[config.mk]
export PLATFORM = sky130hd
export DESIGN_NAME = ewc_top
export DESIGN_NICKNAME = d
export VERILOG_FILES = /design/src/ewc_pkg.sv /design/src/ewc_top.sv
export VERILOG_INCLUDE_DIRS = /design/src
export SDC_FILE = /design/constraint.sdc
export NUM_CORES = 1
export LEC_CHECK = 0
export ABC_AREA = 1
export ABC_CLOCK_PERIOD_IN_PS = 11710
export BUFFER_PORTS_ARGS = -buffer_cell sky130_fd_sc_hd__buf_4
export CORE_ASPECT_RATIO = 1.5
export CORE_MARGIN = 2
export CORE_UTILIZATION = 61
export CTS_BUF_LIST = sky130_fd_sc_hd__clkbuf_2 sky130_fd_sc_hd__clkbuf_4 sky130_fd_sc_hd__clkbuf_8
export DETAILED_ROUTE_END_ITERATION = 16
export GPL_TIMING_DRIVEN = 1
export PLACE_DENSITY = 0.82
export SLEW_MARGIN = 10
export SYNTH_ARGS = -nofsm -noshare
export SYNTH_HDL_FRONTEND = slang
export SYNTH_SLANG_ARGS = --single-unit
[constraint.sdc]
create_clock -name clk -period 11.71 [get_ports clk]
set_clock_uncertainty 0.2 [all_clocks]
set_input_delay 1.171 -clock clk [delete_from_list [all_inputs] [get_ports clk]]
set_output_delay 1.171 -clock clk [all_outputs]
set_load 0.03 [all_outputs]
[src/ewc_regs.svh]
/*
  Register map, field positions, reset values and constants for the
  exposure window control block. Assumes a 32-bit APB with word-aligned
  byte addresses.
*/
`ifndef EWC_REGS_SVH
`define EWC_REGS_SVH
`define EWC_A_DISP 12'h000
`define EWC_A_ST_N 12'h004
`define EWC_A_ST_M 12'h008
`define EWC_A_SIZE 12'h00C
`define EWC_A_EXPM 12'h010
`define EWC_A_FLCM 12'h014
`define EWC_A_SPD 12'h018
`define EWC_A_GMAXL 12'h01C
`define EWC_A_GMAXH 12'h020
`define EWC_A_GMIN 12'h024
`define EWC_A_SHMAX 12'h028
`define EWC_A_SHSEL 12'h02C
`define EWC_A_BLC 12'h030
`define EWC_A_WGT 12'h034
`define EWC_A_PMASK 12'h038
`define EWC_A_PITCH 12'h03C
`define EWC_A_TGT 12'h040
`define EWC_A_STAT 12'h044
`define EWC_F_MK 0
`define EWC_F_FULL 4
`define EWC_F_WOUT 7
`define EWC_F_MANUAL_EXPOSURE_SELECT 0
`define EWC_F_BACKLIGHT_COMP_DISABLE 2
`define EWC_F_EXPOSURE_REFERENCE_SELECT 3
`define EWC_F_GSEL 4
`define EWC_F_SHUT 6
`define EWC_F_NFLC 0
`define EWC_F_LOW_SPEED_SHUTTER_LIMITER 1
`define EWC_F_BACKLIGHT_METHOD_SELECT 0
`define EWC_GRID_LAST 4'hE
`define EWC_SEL_A0 3'h1
`define EWC_SEL_A4 3'h5
`define EWC_RST_ZERO 8'h00
`define EWC_RST_A4 8'h55
`define EWC_RST_MAX 8'hFF
`define EWC_RST_SPD 8'h04
`define EWC_RST_PITCH 16'h1010
`define EWC_RST_TGT 8'h80
`endif

[src/ewc_pkg.sv]
/*
  Types for the exposure window control block.
  Assumes ewc_regs.svh for the numeric constants.
*/
package ewc_pkg;
  typedef struct packed {
    logic [7:0] disp, stN, stM, size, expm, flcm, spd;
    logic [7:0] gMaxL, gMaxH, gMin, shMax, shSel, blc, tgt;
    logic [19:0] wgt;
    logic [5:0] pmask, sw1, sw2;
    logic [15:0] pitch;
    logic [7:0] hPix, vLine, gain, frmCnt;
    logic [3:0] hCell, vCell;
    logic pready, pslverr;
    logic [31:0] prdata;
    logic marker, portX, drvOff, autoRun, gainHold, shutFixed, shut100;
    logic blcEn, blcFixed;
    logic [7:0] gainCeil, gainFloor, speedOut;
    logic [11:0] shutCode;
  } ewc_state_t;
endpackage

[src/ewc_top.sv]
/*
  Exposure window control: detection grid and area windows, window
  markers and port X window output, exposure mode settings and a simple
  gain loop, all behind an APB slave. Assumes the video pipeline and the
  luminance average share clk; switch inputs are asynchronous pins.
*/
`timescale 1ns/1ps
`include "ewc_regs.svh"
module ewc_top
  import ewc_pkg::*;
(
  // clock, reset, enable
  input wire logic clk,
  input wire logic rst,
  input wire logic ce,
  // apb slave
  input wire logic psel,
  input wire logic penable,
  input wire logic pwrite,
  input wire logic [11:0] paddr,
  input wire logic [31:0] pwdata,
  output logic pready,
  output logic pslverr,
  output logic [31:0] prdata,
  // video timing and luminance
  input wire logic frameStart,
  input wire logic lineStart,
  input wire logic pixelActive,
  input wire logic mirrorFlag,
  input wire logic [7:0] lumaAvg,
  // port x and switches
  input wire logic portDriverValue,
  input wire logic [5:0] switchPins,
  output logic portX,
  output logic portDriverOff,
  output logic windowMarker,
  // exposure control
  output logic autoExposureRun,
  output logic [7:0] gainValue,
  output logic [7:0] gainCeiling,
  output logic [7:0] gainFloorOut,
  output logic [7:0] exposureSpeed,
  output logic fixedShutter,
  output logic [11:0] shutterCode,
  output logic shutterHundredth,
  output logic backlightEnable,
  output logic backlightFixedGain,
  output logic [19:0] areaWeights
);
  ewc_state_t s_reg, s_next;

  function automatic logic inSpan(input logic [3:0] c,
                                  input logic [3:0] st,
                                  input logic [3:0] len);
    logic [4:0] en;
    en = {1'b0, st} + {1'b0, len};
    inSpan = ({1'b0, c} >= {1'b0, st}) && ({1'b0, c} < en);
  endfunction

  function automatic logic [3:0] cellStep(input logic [3:0] c);
    cellStep = (c == `EWC_GRID_LAST) ? c : c + 4'h1;
  endfunction

  logic [3:0] hStart, vStart, hLen, vLen;
  logic inH, inV, inBefH, inBefV;
  logic [4:0] areaHit;
  logic inSel;
  logic [5:0] modeEff;
  logic [7:0] ceilSel;
  logic [7:0] expmEff, flcmEff;
  logic setup;

  always_comb begin
    hStart = mirrorFlag ? s_reg.stM[3:0] : s_reg.stN[3:0];
    vStart = s_reg.stN[7:4];
    hLen = s_reg.size[3:0];
    vLen = s_reg.size[7:4];
    inH = inSpan(s_reg.hCell, hStart, hLen);
    inV = inSpan(s_reg.vCell, vStart, vLen);
    inBefH = s_reg.hCell < hStart;
    inBefV = s_reg.vCell < vStart;
    // areas 0..3 ring area 4: top, bottom, left, right bands
    areaHit[4] = inH && inV;
    areaHit[0] = inBefV;
    areaHit[1] = !inBefV && !inV;
    areaHit[2] = inV && inBefH;
    areaHit[3] = inV && !inBefH && !inH;
    inSel = 1'b0;
    if (s_reg.disp[3:1] >= `EWC_SEL_A0 && s_reg.disp[3:1] <= `EWC_SEL_A4)
      inSel = areaHit[s_reg.disp[3:1] - `EWC_SEL_A0];
    if (s_reg.disp[`EWC_F_FULL])
      inSel = 1'b1;
  end

  // switches override register bits where the port mask selects them
  always_comb begin
    modeEff = {s_reg.expm[`EWC_F_SHUT], s_reg.expm[`EWC_F_MANUAL_EXPOSURE_SELECT],
               s_reg.expm[`EWC_F_GSEL], s_reg.flcm[`EWC_F_NFLC],
               s_reg.expm[`EWC_F_EXPOSURE_REFERENCE_SELECT], s_reg.expm[`EWC_F_BACKLIGHT_COMP_DISABLE]};
    modeEff = (modeEff & ~s_reg.pmask) | (s_reg.sw2 & s_reg.pmask);
    expmEff = s_reg.expm;
    expmEff[`EWC_F_BACKLIGHT_COMP_DISABLE] = modeEff[0];
    expmEff[`EWC_F_EXPOSURE_REFERENCE_SELECT] = modeEff[1];
    expmEff[`EWC_F_GSEL] = modeEff[3];
    expmEff[`EWC_F_MANUAL_EXPOSURE_SELECT] = modeEff[4];
    expmEff[`EWC_F_SHUT] = modeEff[5];
    flcmEff = s_reg.flcm;
    flcmEff[`EWC_F_NFLC] = modeEff[2];
    ceilSel = expmEff[`EWC_F_GSEL] ? s_reg.gMaxH : s_reg.gMaxL;
  end

  assign setup = psel && !penable;

  always_comb begin
    s_next = s_reg;
    s_next.sw1 = switchPins;
    s_next.sw2 = s_reg.sw1;
    // apb: answered in the first access cycle
    s_next.pready = setup;
    s_next.pslverr = 1'b0;
    s_next.prdata = 32'h0;
    if (setup) begin
      case (paddr)
        `EWC_A_DISP: s_next.prdata[7:0] = s_reg.disp;
        `EWC_A_ST_N: s_next.prdata[7:0] = s_reg.stN;
        `EWC_A_ST_M: s_next.prdata[7:0] = s_reg.stM;
        `EWC_A_SIZE: s_next.prdata[7:0] = s_reg.size;
        `EWC_A_EXPM: s_next.prdata[7:0] = s_reg.expm;
        `EWC_A_FLCM: s_next.prdata[7:0] = s_reg.flcm;
        `EWC_A_SPD: s_next.prdata[7:0] = s_reg.spd;
        `EWC_A_GMAXL: s_next.prdata[7:0] = s_reg.gMaxL;
        `EWC_A_GMAXH: s_next.prdata[7:0] = s_reg.gMaxH;
        `EWC_A_GMIN: s_next.prdata[7:0] = s_reg.gMin;
        `EWC_A_SHMAX: s_next.prdata[7:0] = s_reg.shMax;
        `EWC_A_SHSEL: s_next.prdata[7:0] = s_reg.shSel;
        `EWC_A_BLC: s_next.prdata[7:0] = s_reg.blc;
        `EWC_A_WGT: s_next.prdata[19:0] = s_reg.wgt;
        `EWC_A_PMASK: s_next.prdata[5:0] = s_reg.pmask;
        `EWC_A_PITCH: s_next.prdata[15:0] = s_reg.pitch;
        `EWC_A_TGT: s_next.prdata[7:0] = s_reg.tgt;
        `EWC_A_STAT: s_next.prdata[23:0] = {s_reg.gain, s_reg.sw2,
                                            inSel, 1'b0,
                                            s_reg.vCell, s_reg.hCell};
        default: s_next.pslverr = 1'b1;
      endcase
    end
    if (psel && penable && s_reg.pready && pwrite) begin
      case (paddr)
        `EWC_A_DISP: s_next.disp = pwdata[7:0];
        `EWC_A_ST_N: s_next.stN = pwdata[7:0];
        `EWC_A_ST_M: s_next.stM = pwdata[7:0];
        `EWC_A_SIZE: s_next.size = pwdata[7:0];
        `EWC_A_EXPM: s_next.expm = pwdata[7:0];
        `EWC_A_FLCM: s_next.flcm = pwdata[7:0];
        `EWC_A_SPD: s_next.spd = pwdata[7:0];
        `EWC_A_GMAXL: s_next.gMaxL = pwdata[7:0];
        `EWC_A_GMAXH: s_next.gMaxH = pwdata[7:0];
        `EWC_A_GMIN: s_next.gMin = pwdata[7:0];
        `EWC_A_SHMAX: s_next.shMax = pwdata[7:0];
        `EWC_A_SHSEL: s_next.shSel = pwdata[7:0];
        `EWC_A_BLC: s_next.blc = pwdata[7:0];
        `EWC_A_WGT: s_next.wgt = pwdata[19:0];
        `EWC_A_PMASK: s_next.pmask = pwdata[5:0];
        `EWC_A_PITCH: s_next.pitch = pwdata[15:0];
        `EWC_A_TGT: s_next.tgt = pwdata[7:0];
        default: s_next.tgt = s_reg.tgt;
      endcase
    end
    // grid counters; cells saturate at the last of fifteen
    if (frameStart) begin
      s_next.vCell = 4'h0;
      s_next.vLine = 8'h0;
    end else if (lineStart) begin
      if (s_reg.vLine >= s_reg.pitch[15:8] - 8'h1) begin
        s_next.vLine = 8'h0;
        s_next.vCell = cellStep(s_reg.vCell);
      end else
        s_next.vLine = s_reg.vLine + 8'h1;
    end
    if (frameStart || lineStart) begin
      s_next.hCell = 4'h0;
      s_next.hPix = 8'h0;
    end else if (pixelActive) begin
      if (s_reg.hPix >= s_reg.pitch[7:0] - 8'h1) begin
        s_next.hPix = 8'h0;
        s_next.hCell = cellStep(s_reg.hCell);
      end else
        s_next.hPix = s_reg.hPix + 8'h1;
    end
    s_next.marker = s_reg.disp[`EWC_F_MK] && inSel && pixelActive;
    s_next.drvOff = s_reg.disp[`EWC_F_WOUT];
    s_next.portX = s_reg.disp[`EWC_F_WOUT] ? inSel
                                            : portDriverValue;
    // exposure mode outputs
    s_next.autoRun = !expmEff[`EWC_F_MANUAL_EXPOSURE_SELECT];
    s_next.gainCeil = ceilSel;
    s_next.gainFloor = s_reg.gMin;
    s_next.speedOut = s_reg.spd;
    s_next.shutFixed = !expmEff[`EWC_F_MANUAL_EXPOSURE_SELECT] && expmEff[`EWC_F_SHUT];
    s_next.shutCode = {flcmEff[`EWC_F_LOW_SPEED_SHUTTER_LIMITER], s_reg.shMax,
                       s_reg.shSel[4:2]};
    s_next.shut100 = s_next.shutFixed && flcmEff[`EWC_F_LOW_SPEED_SHUTTER_LIMITER] &&
                     s_reg.shMax == `EWC_RST_MAX &&
                     s_reg.shSel[4:2] == 3'h0;
    s_next.blcEn = !expmEff[`EWC_F_BACKLIGHT_COMP_DISABLE];
    s_next.blcFixed = s_reg.blc[`EWC_F_BACKLIGHT_METHOD_SELECT];
    // gain loop: one step every spd+1 frames, so larger is slower
    if (frameStart && !expmEff[`EWC_F_MANUAL_EXPOSURE_SELECT]) begin
      if (s_reg.frmCnt >= s_reg.spd) begin
        s_next.frmCnt = 8'h0;
        if (lumaAvg < s_reg.tgt && s_reg.gain < ceilSel)
          s_next.gain = s_reg.gain + 8'h1;
        else if (lumaAvg > s_reg.tgt && s_reg.gain > s_reg.gMin)
          s_next.gain = s_reg.gain - 8'h1;
      end else
        s_next.frmCnt = s_reg.frmCnt + 8'h1;
    end
    // clamp every cycle; floor applied last so it always holds
    if (s_next.gain > ceilSel)
      s_next.gain = ceilSel;
    if (s_next.gain < s_reg.gMin)
      s_next.gain = s_reg.gMin;
  end

  always_ff @(posedge clk or posedge rst) begin
    if (rst) begin
      s_reg <= '0;
      s_reg.stN <= `EWC_RST_A4;
      s_reg.stM <= `EWC_RST_A4;
      s_reg.size <= `EWC_RST_A4;
      s_reg.spd <= `EWC_RST_SPD;
      s_reg.gMaxL <= `EWC_RST_MAX;
      s_reg.gMaxH <= `EWC_RST_MAX;
      s_reg.shMax <= `EWC_RST_MAX;
      s_reg.pitch <= `EWC_RST_PITCH;
      s_reg.tgt <= `EWC_RST_TGT;
      s_reg.autoRun <= 1'b1;
      s_reg.blcEn <= 1'b1;
      s_reg.gainCeil <= `EWC_RST_MAX;
      s_reg.speedOut <= `EWC_RST_SPD;
    end else if (ce) begin
      s_reg <= s_next;
    end
  end

  assign pready = s_reg.pready;
  assign pslverr = s_reg.pslverr;
  assign prdata = s_reg.prdata;
  assign portX = s_reg.portX;
  assign portDriverOff = s_reg.drvOff;
  assign windowMarker = s_reg.marker;
  assign autoExposureRun = s_reg.autoRun;
  assign gainValue = s_reg.gain;
  assign gainCeiling = s_reg.gainCeil;
  assign gainFloorOut = s_reg.gainFloor;
  assign exposureSpeed = s_reg.speedOut;
  assign fixedShutter = s_reg.shutFixed;
  assign shutterCode = s_reg.shutCode;
  assign shutterHundredth = s_reg.shut100;
  assign backlightEnable = s_reg.blcEn;
  assign backlightFixedGain = s_reg.blcFixed;
  assign areaWeights = s_reg.wgt;

  AST_PORTX_WINDOW: assert property (@(posedge clk) disable iff (rst)
    ce && s_reg.disp[`EWC_F_WOUT] |=> portX == $past(inSel))
    else $error("port x does not follow the selected window");
  AST_DRIVER_OFF: assert property (@(posedge clk) disable iff (rst)
    ce && s_reg.disp[`EWC_F_WOUT] |=> portDriverOff && $past(ce))
    else $error("port driver not disabled during window output");
  AST_SEL_NONE: assert property (@(posedge clk) disable iff (rst)
    ce && s_reg.disp[`EWC_F_WOUT] && !s_reg.disp[`EWC_F_FULL] &&
    (s_reg.disp[3:1] == 3'h0 || s_reg.disp[3:1] > `EWC_SEL_A4)
    |=> !portX)
    else $error("window shown for a no-window selector");
  AST_AREA_FOUR: assert property (@(posedge clk) disable iff (rst)
    areaHit[4] |-> s_reg.hCell >= hStart && s_reg.vCell >= vStart &&
    !areaHit[0] && !areaHit[1] && !areaHit[2] && !areaHit[3])
    else $error("area four overlaps another area");
  AST_MIRROR: assert property (@(posedge clk) disable iff (rst)
    mirrorFlag && s_reg.hCell < s_reg.stM[3:0] |-> !inH)
    else $error("mirror start not used for horizontal window");
  AST_GAIN_FLOOR: assert property (@(posedge clk) disable iff (rst)
    ce ##1 ce |-> gainValue >= $past(s_reg.gMin))
    else $error("gain below the floor");
  AST_GAIN_CEIL: assert property (@(posedge clk) disable iff (rst)
    ce && ceilSel >= s_reg.gMin |=> gainValue <= $past(ceilSel))
    else $error("gain above the selected ceiling");
  AST_MANUAL_HOLD: assert property (@(posedge clk) disable iff (rst)
    ce && expmEff[`EWC_F_MANUAL_EXPOSURE_SELECT] && s_reg.gain <= ceilSel &&
    s_reg.gain >= s_reg.gMin && $stable(s_reg.gMin) |=> $stable(gainValue))
    else $error("gain moved in manual exposure");
  AST_SHUT_100: assert property (@(posedge clk) disable iff (rst)
    ce && !expmEff[`EWC_F_MANUAL_EXPOSURE_SELECT] && expmEff[`EWC_F_SHUT] &&
    flcmEff[`EWC_F_LOW_SPEED_SHUTTER_LIMITER] && s_reg.shMax == `EWC_RST_MAX &&
    s_reg.shSel[4:2] == 3'h0 |=> shutterHundredth)
    else $error("1/100 s setting not recognised");
  AST_BLC: assert property (@(posedge clk) disable iff (rst)
    ce |=> backlightEnable == !$past(expmEff[`EWC_F_BACKLIGHT_COMP_DISABLE]))
    else $error("backlight enable mismatch");
  AST_APB_READY: assert property (@(posedge clk) disable iff (rst)
    ce && setup ##1 ce |-> pready)
    else $error("apb access not answered");

  COV_WINDOW_OUT: cover property (@(posedge clk) disable iff (rst)
    portX && portDriverOff);
  COV_MARKER: cover property (@(posedge clk) disable iff (rst)
    windowMarker);
  COV_GAIN_UP: cover property (@(posedge clk) disable iff (rst)
    ce && gainValue > $past(gainValue));
endmodule

==> results.sh <==
export IMPL_area_growth_syn_to_layout_pct=10.7
export IMPL_status="completed"
export IMPL_ant_nets=0
export IMPL_wl_mm=45.3
export IMPL_numCtsBuffers=42
export IMPL_synth_area_per_cell_um2=8.27
export IMPL_critPathMaxStageDelay_ns=0.58
export IMPL_finish_instance_area_um2=17200
export IMPL_drc=0
export IMPL_cts_hold_buf=0
export IMPL_rsz0062_at_grt="no"
export IMPL_cap_viol_max_count=0
export IMPL_p_per_area_nw_per_um2=156
export IMPL_fin_setup_tns_ns=0
export IMPL_finalPower_mw=2.68
export IMPL_hold_path_cell_count=2
export IMPL_slew_headroom=0.200
export IMPL_final_cells=2295
export IMPL_finalSetupViolations=0
export IMPL_hpwl_mm=33.4
export IMPL_leakage_nw=8.28
export IMPL_dr_pass1_iters=6
export IMPL_ys_ff_latch=276
export IMPL_track_usage=0.345
export IMPL_dp_cells=2218
export IMPL_clkTransAtPathRegs_ns=0.06
export IMPL_netlist_cell_type_count=52
export IMPL_grt_pass1_vias=13045
export IMPL_antennaDiodeCount=0
export IMPL_peakVddDrop_uv=159
export IMPL_synth_top_area_cell="dfrtp_1"
export IMPL_tritoncts="done"
export IMPL_synth_top_area_share=0.364
export IMPL_dp_slack_ns=5.43
export IMPL_drive_above_1_share=0.160
export IMPL_num_rows=71
export IMPL_r2r_cells=31
export IMPL_cts_path_max_buffers=3
export IMPL_synthFlopType="dfrtp_1"
export IMPL_ctsHtreeMaxLevel=2
export IMPL_crit_fanout=12
export IMPL_synth_area_leaders="dfrtp_1 (36%), nand2_1 (12%), dfstp_2 (8.7%)"
export IMPL_grt_pass1_wl_mm=70.6
export IMPL_drtIter0Drc=1076
export IMPL_hold_viol=0
export IMPL_vias_per_cell=5.83
export IMPL_hold_ws_ns=0.272
export IMPL_yosysSeqAreaShare=0.450
export IMPL_critPathArrivalTime_ns=6.49
export IMPL_yosys_area_share_xor_xnor=0.0221
export IMPL_worst_slew_pin_slew_ns=1.20
export IMPL_synth_area_um2=15500
export IMPL_wire_per_inst_um=19.8
export IMPL_min_period_over_period=0.525
export IMPL_synth_most_common_cell="nand2_1"
export IMPL_fin_util=0.685
export IMPL_end_kind="flip-flop"
export IMPL_die_y_um=199
export IMPL_placeableCoreArea_um2=25100
export IMPL_cts_setup_buffers=0
export IMPL_ys_async_sr_fraction=1.00
export IMPL_synthMuxAreaShare=0.00420
export IMPL_largest_register_ffs=129
export IMPL_antenna_found_initial=1
export IMPL_crit_top_cell="nand2_1"
export IMPL_synth_fa_ha_area_frac=0.0793
export IMPL_gp_congestion=0.989
export IMPL_cts_resized=0
export IMPL_slew_viol_final=0
export IMPL_start_util=0.618
export IMPL_die_area_um2=26700
export IMPL_top_usage_layer="met2"
export IMPL_yosys_top_cells_count="nand2_1 (480), o21ai_0 (251), dfrtp_1 (225)"
export IMPL_synth_edf_count=0
export IMPL_synthCells=1873
export IMPL_required_ns=12.05
export IMPL_synthSimpleGateAreaFrac=0.186
export IMPL_period_needed_ns=6.15
export IMPL_synth_compound_area_frac=0.148
export IMPL_cts_sinks=276
export IMPL_grt_max_degree=113
export IMPL_max_freq_mhz=163
export IMPL_timing_critical_path_from_type="flip-flop"
export IMPL_slowest_stage="o21ai_0"
export IMPL_die_w_um=134
export IMPL_clk_latency_ns=0.60
export IMPL_worst_slack_ns=5.56
export IMPL_grt_use_met3=0.0550
export IMPL_grt_remaining_overflow=0
export IMPL_ioPinCount=175
export IMPL_crit_type="reg -> reg"
export IMPL_ys_warn_count=0
export IMPL_cts_root_buf="clkbuf_8"
export IMPL_hold_class="reg -> reg"
export IMPL_vias=13371
export IMPL_met2_usage=0.588
export IMPL_use_met1=0.404
export IMPL_place_area_um2=16200
export IMPL_synth_top_family_by_area="simple AND/OR/NAND/NOR gates"
export IMPL_io_buffers=154
export IMPL_nNetsFinal=2100
==> final timing paths <==
kind / from / slack, ns / to
max in group asynchronous: rst / 9.22 / s_reg[270]$_DFFE_PP0P_
min: backlightFixedGain$_DFFE_PP0P_ / 0.27 / backlightFixedGain$_DFFE_PP0P_
max reg2reg: s_reg[150]$_DFFE_PP0P_ / 5.56 / gainValue[4]$_DFFE_PP0P_
min reg2reg: backlightFixedGain$_DFFE_PP0P_ / 0.27 / backlightFixedGain$_DFFE_PP0P_
max: s_reg[150]$_DFFE_PP0P_ / 5.56 / gainValue[4]$_DFFE_PP0P_
min in group asynchronous: rst / 0.51 / s_reg[108]$_DFFE_PP0P_
==> layout by cell type, fill, tap and decap left out, types with 9 or more instances in the layout <==
cell and n:
nand4_1 20, clkbuf_8 53, nand3_1 63, clkbuf_4 14
nand2_1 480, a21oi_1 49, nor3_1 22, dfrtp_1 225
xnor2_1 14, ha_1 95, o22ai_1 27, dfstp_2 51
buf_4 161, nor2_1 83, a22o_1 16, inv_1 194
o21ai_0 251, a221oi_1 9, xor2_1 25
==> cell type report <==
type / instances / area [µm²]
clock buffers: 67 / 835
clock inverters: 10 / 116
fillers: 2061 / 7900
inverters: 201 / 763
multi-input cells: 1252 / 6850
flip-flops and latches: 276 / 6970
well taps: 328 / 410
repair buffers: 161 / 1210
==> layer usage <==
metal	wire length, µm	share of wire	vias up
met2	22100	0.49	588
met1	16700	0.37	6366
met4	3410	0.075	0
li1	-	-	6222
met3	3120	0.069	195
met5	0	0	-
==> where the power goes <==
group          internal, mW  total (mW)  leakage, nW  switching (mW)
sequential            0.979        1.02         3.64          0.0441
clock                 0.502       0.894        0.510           0.393
combinational         0.267       0.762         4.13           0.495
==> worst max-delay path: cells and delay by family (launching register included) <==
kind | cells | cell delay [ns]
AOI/OAI and AO/OA | 10 | 2.28
and+or+nand+nor | 14 | 1.69
adders and majority gates | 3 | 0.99
DFF | 1 | 0.41
buffers and inverters | 3 | 0.33
xor gates and xnor gates | 1 | 0.16
==> kinds of logic after synthesis <==
| logic type | after synthesis |
|---|---|
| simple gates | 699 |
| compound gates | 403 |
| buf+inv | 352 |
| flops | 276 |
| fa+ha+maj | 97 |
| xor+xnor | 39 |
| mux | 6 |
| other cells | 1 |
Power figures use the tool's default switching activity.
